===== src/hw/ssc_pkg.sv =====
// Shared constants and types for the synchronous serial channel
package ssc_pkg;

	// ==========================================================
	// Timing
	// ==========================================================
	localparam int unsigned CLK_PERIOD_NS  = 40;
	localparam int unsigned SCK_HALF_NS    = 160;
	// Least time, so round up to whole cycles
	localparam int unsigned SCK_HALF_CYC   = (SCK_HALF_NS + CLK_PERIOD_NS - 1) / CLK_PERIOD_NS;

	// ==========================================================
	// Frame format and sizes
	// ==========================================================
	localparam int unsigned CHAR_BITS      = 8;
	localparam int unsigned RX_ONLY_PULSES = 16;
	localparam int unsigned TX_BUF_DEPTH   = 2;
	localparam logic [2:0]  LAST_BIT_IDX   = 3'h7;

	// ==========================================================
	// Reset values
	// ==========================================================
	localparam logic [7:0]  DATA_RESET     = 8'h00;
	localparam logic        SCK_IDLE_LVL   = 1'h1;
	localparam logic        TXD_RESET_LVL  = 1'h1;

	// ==========================================================
	// Transmitter states
	// ==========================================================
	typedef enum logic [1:0] {
		SSC_TX_IDLE,
		SSC_TX_SHIFT,
		SSC_TX_LAST
	} ssc_tx_state_e;

endpackage


===== src/hw/ssc_top.sv =====
// Clocked-synchronous transmit and receive path of the serial communication unit
`timescale 1ns/10ps
module ssc_top
	import ssc_pkg::*;
#(
	parameter int unsigned HALF_CYC  = SCK_HALF_CYC,
	parameter int unsigned BUF_DEPTH = TX_BUF_DEPTH
) (
	input  wire logic       ref_clk_in,
	input  wire logic       rst_n_in,
	// Control bits
	input  wire logic       tx_enable_in,
	input  wire logic       rx_enable_in,
	input  wire logic       clk_source_sel_in,
	input  wire logic       tx_empty_irq_en_in,
	input  wire logic       tx_end_irq_en_in,
	input  wire logic       rx_irq_en_in,
	// Software access
	input  wire logic [7:0] tx_data_in,
	input  wire logic       tx_data_wr_in,
	input  wire logic       tx_empty_clr_in,
	input  wire logic       rx_full_clr_in,
	input  wire logic       overrun_clr_in,
	input  wire logic       frame_err_clr_in,
	input  wire logic       parity_err_clr_in,
	input  wire logic       frame_err_set_in,
	input  wire logic       parity_err_set_in,
	// Transfer-request engine access
	input  wire logic       dma_tx_valid_in,
	input  wire logic [7:0] dma_tx_data_in,
	output logic            dma_tx_ready_out,
	input  wire logic       dma_rx_rd_in,
	// Status
	output logic            tx_empty_flag_out,
	output logic            tx_done_flag_out,
	output logic            rx_full_flag_out,
	output logic            overrun_flag_out,
	output logic            frame_err_flag_out,
	output logic            parity_err_flag_out,
	output logic      [7:0] rx_data_out,
	output logic            tx_empty_irq_out,
	output logic            tx_end_irq_out,
	output logic            rx_full_irq_out,
	output logic            rx_error_irq_out,
	// Serial pins
	output logic            txd_out,
	input  wire logic       rxd_in,
	input  wire logic       sck_in,
	output logic            sck_out,
	output logic            sck_oe_out
);
	localparam logic [4:0] BURST_LOAD = 5'(RX_ONLY_PULSES);

	// ==========================================================
	// State
	// ==========================================================
	ssc_tx_state_e tx_state, next_tx_state;
	logic [7:0]    tx_data_reg, next_tx_data_reg;
	logic [7:0]    tx_shift_reg, next_tx_shift_reg;
	logic [2:0]    tx_cnt, next_tx_cnt;
	logic          tx_empty_flag, next_tx_empty_flag;
	logic          tx_done_flag, next_tx_done_flag;
	logic          next_txd, next_sck;
	logic [7:0]    rx_shift_reg, next_rx_shift_reg;
	logic [7:0]    rx_data_reg, next_rx_data_reg;
	logic [2:0]    rx_cnt, next_rx_cnt;
	logic          rx_full_flag, next_rx_full_flag;
	logic          overrun_flag, next_overrun_flag;
	logic          frame_err_flag, next_frame_err_flag;
	logic          parity_err_flag, next_parity_err_flag;
	logic [4:0]    rx_burst, next_rx_burst;

	// Synchronisers and edge finding
	logic          sck_s1, sck_s2, sck_s3;
	logic          rxd_s1, rxd_s2;
	logic          ext_clk, tick, div_run;
	logic          sck_rise, sck_fall, any_err, rx_go;
	logic          buf_valid, buf_take;
	logic [7:0]    buf_data;

	// ==========================================================
	// Pin synchronisers
	// ==========================================================
	// The first stage feeds only the second; edges are found between stages two and three
	always_ff @(posedge ref_clk_in) begin
		if (!rst_n_in) begin
			sck_s1 <= SCK_IDLE_LVL;
			sck_s2 <= SCK_IDLE_LVL;
			sck_s3 <= SCK_IDLE_LVL;
			rxd_s1 <= 1'h1;
			rxd_s2 <= 1'h1;
		end else begin
			sck_s1 <= sck_in;
			sck_s2 <= sck_s1;
			sck_s3 <= sck_s2;
			rxd_s1 <= rxd_in;
			rxd_s2 <= rxd_s1;
		end
	end

	// ==========================================================
	// Serial clock source
	// ==========================================================
	assign ext_clk = clk_source_sel_in;

	// Keep the divider running until the clock is back high so no runt pulse is left
	assign div_run = !ext_clk &&
		((tx_state != SSC_TX_IDLE) || (rx_burst != 5'h00) || !sck_out);

	ssc_clk_div #(
		.HALF_CYC (HALF_CYC)
	) u_div (
		.ref_clk_in (ref_clk_in),
		.rst_n_in   (rst_n_in),
		.run_in     (div_run),
		.tick_out   (tick)
	);

	// Internal edges are decided from our own registered clock; external from the synchroniser
	assign sck_fall = ext_clk ? (!sck_s2 && sck_s3) : (tick && sck_out);
	assign sck_rise = ext_clk ? (sck_s2 && !sck_s3) : (tick && !sck_out);

	// ==========================================================
	// Transmit request buffer
	// ==========================================================
	// Software writes take priority; the buffer waits until the data register is free
	assign buf_take = tx_enable_in && tx_empty_flag && !tx_data_wr_in;

	ssc_buf2 #(
		.WIDTH (CHAR_BITS),
		.DEPTH (BUF_DEPTH)
	) u_txbuf (
		.ref_clk_in    (ref_clk_in),
		.rst_n_in      (rst_n_in),
		.in_valid_in   (dma_tx_valid_in),
		.in_data_in    (dma_tx_data_in),
		.in_ready_out  (dma_tx_ready_out),
		.out_valid_out (buf_valid),
		.out_data_out  (buf_data),
		.out_ready_in  (buf_take)
	);

	// ==========================================================
	// Next-state logic
	// ==========================================================
	assign any_err = overrun_flag || frame_err_flag || parity_err_flag;
	assign rx_go   = rx_enable_in && !any_err;

	always_comb begin
		next_tx_state        = tx_state;
		next_tx_data_reg     = tx_data_reg;
		next_tx_shift_reg    = tx_shift_reg;
		next_tx_cnt          = tx_cnt;
		next_tx_empty_flag   = tx_empty_flag;
		next_tx_done_flag    = tx_done_flag;
		next_txd             = txd_out;
		next_rx_shift_reg    = rx_shift_reg;
		next_rx_data_reg     = rx_data_reg;
		next_rx_cnt          = rx_cnt;
		next_rx_full_flag    = rx_full_flag;
		next_overrun_flag    = overrun_flag;
		next_frame_err_flag  = frame_err_flag;
		next_parity_err_flag = parity_err_flag;
		next_rx_burst        = rx_burst;
		next_sck             = sck_out;

		// Clears come first so that a hardware set later in this block wins
		if (tx_empty_clr_in) begin
			next_tx_empty_flag = 1'h0;
		end
		if (rx_full_clr_in || dma_rx_rd_in) begin
			next_rx_full_flag = 1'h0;
		end
		if (overrun_clr_in) begin
			next_overrun_flag = 1'h0;
		end
		if (frame_err_clr_in) begin
			next_frame_err_flag = 1'h0;
		end
		if (parity_err_clr_in) begin
			next_parity_err_flag = 1'h0;
		end
		if (frame_err_set_in) begin
			next_frame_err_flag = 1'h1;
		end
		if (parity_err_set_in) begin
			next_parity_err_flag = 1'h1;
		end

		// A buffered write lands only on an empty register, so it checks and clears in one go
		if (tx_data_wr_in) begin
			next_tx_data_reg = tx_data_in;
		end else if (buf_valid && buf_take) begin
			next_tx_data_reg   = buf_data;
			next_tx_empty_flag = 1'h0;
		end

		// Transmitter
		unique case (tx_state)
			SSC_TX_IDLE: begin
				if (tx_enable_in && !tx_empty_flag && !any_err) begin
					next_tx_shift_reg  = tx_data_reg;
					next_tx_empty_flag = 1'h1;
					next_tx_done_flag  = 1'h0;
					next_tx_cnt        = 3'h0;
					next_tx_state      = SSC_TX_SHIFT;
				end
			end
			SSC_TX_SHIFT: begin
				if (sck_fall) begin
					next_txd          = tx_shift_reg[0];
					next_tx_shift_reg = {1'h0, tx_shift_reg[7:1]};
					next_tx_cnt       = 3'(tx_cnt + 1'h1);
					if (tx_cnt == LAST_BIT_IDX) begin
						if (!tx_empty_flag && !any_err) begin
							// Chain without a gap: next falling edge drives bit 0
							next_tx_shift_reg  = tx_data_reg;
							next_tx_empty_flag = 1'h1;
							next_tx_cnt        = 3'h0;
						end else begin
							next_tx_done_flag = 1'h1;
							next_tx_state     = SSC_TX_LAST;
						end
					end
				end
			end
			SSC_TX_LAST: begin
				// The partner still needs the rising edge of the last bit; txd keeps its level
				if (sck_rise) begin
					next_tx_state = SSC_TX_IDLE;
				end
			end
		endcase

		if (!tx_enable_in) begin
			next_tx_state      = SSC_TX_IDLE;
			next_tx_shift_reg  = DATA_RESET;
			next_tx_cnt        = 3'h0;
			next_tx_empty_flag = 1'h1;
			next_tx_done_flag  = 1'h1;
		end

		// Receive-only bursts of two characters with the internal clock
		if (!ext_clk && rx_go && !tx_enable_in && rx_burst == 5'h00 && !rx_full_flag) begin
			next_rx_burst = BURST_LOAD;
		end else if (!ext_clk && sck_rise && rx_burst != 5'h00) begin
			next_rx_burst = 5'(rx_burst - 1'h1);
		end

		// Receiver: the receive data and flags are untouched by a disable
		if (!rx_go) begin
			next_rx_cnt = 3'h0;
		end else if (sck_rise) begin
			next_rx_shift_reg[rx_cnt] = rxd_s2;
			next_rx_cnt = 3'(rx_cnt + 1'h1);
			if (rx_cnt == LAST_BIT_IDX) begin
				if (!rx_full_flag) begin
					next_rx_data_reg  = {rxd_s2, rx_shift_reg[6:0]};
					next_rx_full_flag = 1'h1;
				end else begin
					next_overrun_flag = 1'h1;
				end
			end
		end

		// Serial clock pin level; idles high between characters
		if (ext_clk) begin
			next_sck = SCK_IDLE_LVL;
		end else if (tick) begin
			next_sck = !sck_out;
		end
	end

	// ==========================================================
	// Registers
	// ==========================================================
	always_ff @(posedge ref_clk_in) begin
		if (!rst_n_in) begin
			tx_state        <= SSC_TX_IDLE;
			tx_data_reg     <= DATA_RESET;
			tx_shift_reg    <= DATA_RESET;
			tx_cnt          <= 3'h0;
			tx_empty_flag   <= 1'h1;
			tx_done_flag    <= 1'h1;
			txd_out         <= TXD_RESET_LVL;
			rx_shift_reg    <= DATA_RESET;
			rx_data_reg     <= DATA_RESET;
			rx_cnt          <= 3'h0;
			rx_full_flag    <= 1'h0;
			overrun_flag    <= 1'h0;
			frame_err_flag  <= 1'h0;
			parity_err_flag <= 1'h0;
			rx_burst        <= 5'h00;
			sck_out         <= SCK_IDLE_LVL;
		end else begin
			tx_state        <= next_tx_state;
			tx_data_reg     <= next_tx_data_reg;
			tx_shift_reg    <= next_tx_shift_reg;
			tx_cnt          <= next_tx_cnt;
			tx_empty_flag   <= next_tx_empty_flag;
			tx_done_flag    <= next_tx_done_flag;
			txd_out         <= next_txd;
			rx_shift_reg    <= next_rx_shift_reg;
			rx_data_reg     <= next_rx_data_reg;
			rx_cnt          <= next_rx_cnt;
			rx_full_flag    <= next_rx_full_flag;
			overrun_flag    <= next_overrun_flag;
			frame_err_flag  <= next_frame_err_flag;
			parity_err_flag <= next_parity_err_flag;
			rx_burst        <= next_rx_burst;
			sck_out         <= next_sck;
		end
	end

	// ==========================================================
	// Status and request outputs
	// ==========================================================
	// Requests are levels built from the next flag value, so they change with the flag and follow the enable one cycle later
	always_ff @(posedge ref_clk_in) begin
		if (!rst_n_in) begin
			sck_oe_out       <= 1'h0;
			tx_empty_irq_out <= 1'h0;
			tx_end_irq_out   <= 1'h0;
			rx_full_irq_out  <= 1'h0;
			rx_error_irq_out <= 1'h0;
		end else begin
			sck_oe_out       <= !ext_clk;
			tx_empty_irq_out <= next_tx_empty_flag && tx_empty_irq_en_in && tx_enable_in;
			tx_end_irq_out   <= next_tx_done_flag && tx_end_irq_en_in;
			rx_full_irq_out  <= next_rx_full_flag && rx_irq_en_in;
			rx_error_irq_out <= (next_overrun_flag || next_frame_err_flag ||
				next_parity_err_flag) && rx_irq_en_in;
		end
	end

	assign tx_empty_flag_out   = tx_empty_flag;
	assign tx_done_flag_out    = tx_done_flag;
	assign rx_full_flag_out    = rx_full_flag;
	assign overrun_flag_out    = overrun_flag;
	assign frame_err_flag_out  = frame_err_flag;
	assign parity_err_flag_out = parity_err_flag;
	assign rx_data_out         = rx_data_reg;
endmodule // ssc_top


===== src/hw/ssc_clk_div.sv =====
// Half-period tick divider for the internally generated serial clock
`timescale 1ns/10ps
module ssc_clk_div
	import ssc_pkg::*;
#(
	parameter int unsigned HALF_CYC = SCK_HALF_CYC
) (
	input  wire logic ref_clk_in,
	input  wire logic rst_n_in,
	input  wire logic run_in,
	output logic      tick_out
);
	localparam int unsigned CW = (HALF_CYC > 1) ? $clog2(HALF_CYC) : 1;
	localparam logic [CW-1:0] LAST_CNT = CW'(HALF_CYC - 1);

	logic [CW-1:0] cnt;
	logic [CW-1:0] next_cnt;
	logic          next_tick;

	// Counter restarts whenever the clock is parked so the first edge is a full half period away
	always_comb begin
		next_cnt  = cnt;
		next_tick = 1'h0;
		if (!run_in) begin
			next_cnt = '0;
		end else if (cnt == LAST_CNT) begin
			next_cnt  = '0;
			next_tick = 1'h1;
		end else begin
			next_cnt = CW'(cnt + 1'h1);
		end
	end

	always_ff @(posedge ref_clk_in) begin
		if (!rst_n_in) begin
			cnt      <= '0;
			tick_out <= 1'h0;
		end else begin
			cnt      <= next_cnt;
			tick_out <= next_tick;
		end
	end
endmodule // ssc_clk_div


===== src/hw/ssc_buf2.sv =====
// Small valid/ready buffer carrying transfer-request writes into the transmit data register
`timescale 1ns/10ps
module ssc_buf2
	import ssc_pkg::*;
#(
	parameter int unsigned WIDTH = CHAR_BITS,
	parameter int unsigned DEPTH = TX_BUF_DEPTH
) (
	input  wire logic             ref_clk_in,
	input  wire logic             rst_n_in,
	input  wire logic             in_valid_in,
	input  wire logic [WIDTH-1:0] in_data_in,
	output logic                  in_ready_out,
	output logic                  out_valid_out,
	output logic      [WIDTH-1:0] out_data_out,
	input  wire logic             out_ready_in
);
	localparam int unsigned PW = (DEPTH > 1) ? $clog2(DEPTH) : 1;
	localparam logic [PW:0] FULL_CNT = (PW+1)'(DEPTH);

	logic [WIDTH-1:0] mem [DEPTH];
	logic [PW-1:0]    wr_ptr;
	logic [PW-1:0]    rd_ptr;
	logic [PW:0]      count;
	logic [PW-1:0]    next_wr_ptr;
	logic [PW-1:0]    next_rd_ptr;
	logic [PW:0]      next_count;
	logic             push;
	logic             pop;

	always_comb begin
		push        = in_valid_in && in_ready_out;
		pop         = out_valid_out && out_ready_in;
		next_wr_ptr = wr_ptr;
		next_rd_ptr = rd_ptr;
		next_count  = count;
		if (push) begin
			next_wr_ptr = (wr_ptr == PW'(DEPTH - 1)) ? '0 : PW'(wr_ptr + 1'h1);
		end
		if (pop) begin
			next_rd_ptr = (rd_ptr == PW'(DEPTH - 1)) ? '0 : PW'(rd_ptr + 1'h1);
		end
		if (push && !pop) begin
			next_count = (PW+1)'(count + 1'h1);
		end else if (pop && !push) begin
			next_count = (PW+1)'(count - 1'h1);
		end
	end

	assign out_valid_out = (count != '0);
	assign out_data_out  = mem[rd_ptr];

	always_ff @(posedge ref_clk_in) begin
		if (!rst_n_in) begin
			wr_ptr       <= '0;
			rd_ptr       <= '0;
			count        <= '0;
			in_ready_out <= 1'h1;
		end else begin
			wr_ptr       <= next_wr_ptr;
			rd_ptr       <= next_rd_ptr;
			count        <= next_count;
			in_ready_out <= (next_count != FULL_CNT);
		end
	end

	always_ff @(posedge ref_clk_in) begin
		if (push) begin
			mem[wr_ptr] <= in_data_in;
		end
	end
endmodule // ssc_buf2


===== config.mk =====
export PLATFORM = sky130hd
export DESIGN_NAME = ssc_top
export DESIGN_NICKNAME = d
export VERILOG_FILES = /design/src/hw/ssc_pkg.sv /design/src/hw/ssc_top.sv /design/src/hw/ssc_clk_div.sv /design/src/hw/ssc_buf2.sv
export SDC_FILE = /design/constraint.sdc
export NUM_CORES = 1
export LEC_CHECK = 0
export ABC_CLOCK_PERIOD_IN_PS = 4100
export BUFFER_PORTS_ARGS = -buffer_cell sky130_fd_sc_hd__buf_2
export CAP_MARGIN = 15
export CELL_PAD_IN_SITES_DETAIL_PLACEMENT = 1
export CELL_PAD_IN_SITES_GLOBAL_PLACEMENT = 1
export CORE_MARGIN = 3
export CORE_UTILIZATION = 49
export CTS_BUF_LIST = sky130_fd_sc_hd__clkbuf_4 sky130_fd_sc_hd__clkbuf_8
export CTS_CLUSTER_SIZE = 16
export DETAILED_ROUTE_END_ITERATION = 8
export GPL_TIMING_DRIVEN = 0
export PLACE_DENSITY = 0.88
export SETUP_SLACK_MARGIN = 0.2
export SYNTH_ARGS = -nofsm -noshare
export SYNTH_HDL_FRONTEND = slang
export SYNTH_SLANG_ARGS = --single-unit

===== constraint.sdc =====
create_clock -name ref_clk_in -period 4.1 [get_ports ref_clk_in]
set_input_delay 0.205 -clock ref_clk_in [delete_from_list [all_inputs] [get_ports ref_clk_in]]
set_output_delay 0.205 -clock ref_clk_in [all_outputs]
set_load 0.01 [all_outputs]

==> summary.md <==
| Metric | Value |
|---|---|
| CP Max Fanout | 6 |
| Fill count | 853 |
| Worst Setup End Kind | flop |
| Clock power frac | 0.364 |
| Post-Syn Instances | 373 |
| Peak supply drop | 259 uV |
| Register area share after synthesis | 0.512 |
| Fin crit period | 2.05 ns |
| Reg power frac | 0.520 |
| Post-Place Worst Slack | 2.11 ns |
| Ports | 58 |
| Initial Utilization | 0.509 |
| PostCTS Resize Cnt | 0 |
| Port bufs | 54 |
| Largest area contributor in the netlist | dfxtp_1 |
| Post-Route Utilization | 0.594 |
| Post-route setup slack | 2.05 ns |
| Pwr dens | 420 nW/um^2 |
| Yosys cell types | 49 |
| Synth Flop Type | dfxtp_1 |
| Asr flop ratio synth | 0 |
| Worst EP arrival | 2.34 ns |
| H-tree levels | 3 |
| Status | finished, final reports clean |
| Final HPWL from detailed placement | 6720 um |
| Initial drt markers | 104 |
| Global-route wire length before repair | 15,500 um |
| Number of global-route vias before repair | 3,065 |
| Layout Cells excl Fill | 542 |
| Peak Freq | 488 MHz |
| # hold bufs at CTS | 0 |
| Transition time of the tightest slew-check pin | 0.662 ns |
| Grt ovf | 0 |
| Top Family by Delay on Critical Path | simple AND/OR/NAND/NOR gates |
| Total Routing Usage GR | 0.228 |
| Core area | 7290 um^2 |
| Post-layout nets | 485 |
| Psw | 0.000472 W |
| Root buf cell | clkbuf_8 |
| Clk slew on worst S/H paths | 0.09 ns |
| Area share of the largest cell type after synthesis | 0.383 |
| Final ANT Viol Nets | 0 |
| Synth-to-layout area growth | 16.5% |
| EDFF count, synth | 16 |
| Final worst path period share | 0.500 |
| Placed Cells | 526 |
| Die Wd | 93.1 um |
| CP cell instances | inv_1, ha_1, nand4b_1, and3_1, or4b_1, a21oi_1 |
| Reg area | 1900 um^2 |
| Die footprint | 8660 um^2 |
| Initial antenna violation count | 0 |
| Most flops, register | u_txbuf.mem |
| Drt drc | 0 |
| Final Setup Violations | 0 |
| Placer Congestion | 0.836 |
| Routed vias/inst | 5.54 |
| Skew final | 0.00792 ns |
| Int Pwr | 0.00135 W |
| Synth warn | 0 |
| Synthesized area | 3710 um^2 |
| Share of layout cells above drive strength 1 | 0.187 |
| Critical path's slowest cell | or4b_1 |
| Most frequent cells in the layout | 71 x dfxtp_1, 54 x buf_2, 38 x nand2_1, 29 x nor2_1, 28 x a21oi_1 |
| CTS tree | done |
| RSZ-0062 raised after global routing | no |
| WS Path Type | flop to flop |
| Req. time, crit path | 4.39 ns |
| Total clock sinks | 87 |
| CP Buf/Inv Count | 1 |
| Setup crit start kind | flop |
| Leak | 1.67 nW |
| Synth Register Bits | 87 |
| Avg Inst Size Synth | 9.96 um^2 |
| Max Transition Viols Final | 0 |
| Synth top area cells | dfxtp_1 38%, edfxtp_1 13%, mux2i_1 6.2%, nand2_1 3.8%, a21oi_1 3.8% |
| Largest net degree at the start of global routing | 16 |
| Vias | 3,000 |
| Clock Latency Late Sink | 0.36 ns |
| Num CTS Buffers | 9 |
| Mean routed wirelength per cell | 17.4 um |
| Setup TNS | 0 ns |
| Critical Path Max Stage Delay | 0.51 ns |
| DRT Pass-1 Iters | 5 |
| Core Rows | 31 |
| Switching portion of total power | 0.260 |
| Antenna cells | 0 |
| Post-CTS Setup Inserts | 0 |
| Slew margin rel. | 0.553 |
| Hold Vio Cnt, Final | 0 |
| Area of the multi-input gates | 1660 um^2 |
| HP Class | input port to flop |
| MaxCap Viol Count | 0 |
| Max reg flops | 16 |
| Clock Path Buffers | 2 |
| Power share of the combinational group | 0.116 |
| Most common cell after layout, fill and taps aside | dfxtp_1 |
| Die H | 93.1 um |
| Post-synthesis net count | 420 |
| Routed WL | 9430 um |
[layout make-up]
cell class                      count  share of cell area
Sequential cell                    87               0.439
Multi-Input combinational cell    253               0.384
Timing Repair Buffer               54              0.0624
Clock buffer                        9              0.0286
Tap cell                           99              0.0286
Clock inverter                      7              0.0223
Buffer                             17              0.0208
Inverter                           16              0.0139
[per-layer routing]
layer	routed length (um)	up-vias	track usage
li1	-	1474	-
met1	4160	1472	0.285
met2	4900	43	0.401
met3	244	11	0.0370
met4	128	0	0.0781
met5	0	-	0
[through the flow]
step / cell area, um^2 / hold slack (ns) / power (W)
after floorplan: 3710 / 0.304 / 0.00110
after global placement: 4110 / 0.389 / 0.00116
after detailed placement: 4110 / 0.391 / 0.00117
after CTS: 4330 / 0.0179 / 0.00183
after global routing: 4330 / 0.0210 / 0.00189
final: 4330 / 0.0256 / 0.00182
[power groups by stage]
stage                     Combinational (W)  Clock (W)  Sequential (W)
after CTS                          0.000213   0.000672        0.000945
final                              0.000212   0.000662        0.000945
after global placement             0.000198          0        0.000960
after global routing               0.000235   0.000705        0.000949
after floorplan                    0.000142          0        0.000958
after detailed placement           0.000209          0        0.000964
[synth_stat cells (9+ instances only)]
library cell	number
a211oi_1	9
nand3_1	22
nand2_1	38
a21oi_1	28
nor2_1	29
edfxtp_1	16
dfxtp_1	71
o21ai_0	15
clkbuf_1	13
inv_1	15
mux2i_1	23
ha_1	11
[final timing paths]
check | from | to | slack [ns] | cells past startpoint
min | rxd_in | rxd_s1 | 0.03 | 2
max | tx_state[1] | tx_shift_reg[7] | 2.05 | 6
min reg2reg | rxd_s1 | rxd_s2 | 0.41 | 1
max reg2reg | tx_state[1] | tx_shift_reg[7] | 2.05 | 6
[worst register-to-register path, stage by stage, from the launching register on]
cell      delay, ns
dfxtp_1        0.35
inv_1          0.08
ha_1           0.28
nand4b_1       0.27
and3_1         0.33
or4b_1         0.51
a21oi_1        0.16
[cells by family (layout without fill, tap and decap cells)]
group                      after synthesis  in the layout  share of synthesized area
and+or+nand+nor                        133            133                      0.190
DFF                                     87             87                      0.512
AOI/OAI and AO/OA                       78             78                      0.139
buffers and inverters                   33            103                     0.0404
muxes                                   23             23                     0.0620
adders and majority gates               11             11                     0.0370
xor gates and xnor gates                 8              8                     0.0189
(Power assumes the default switching activity.)
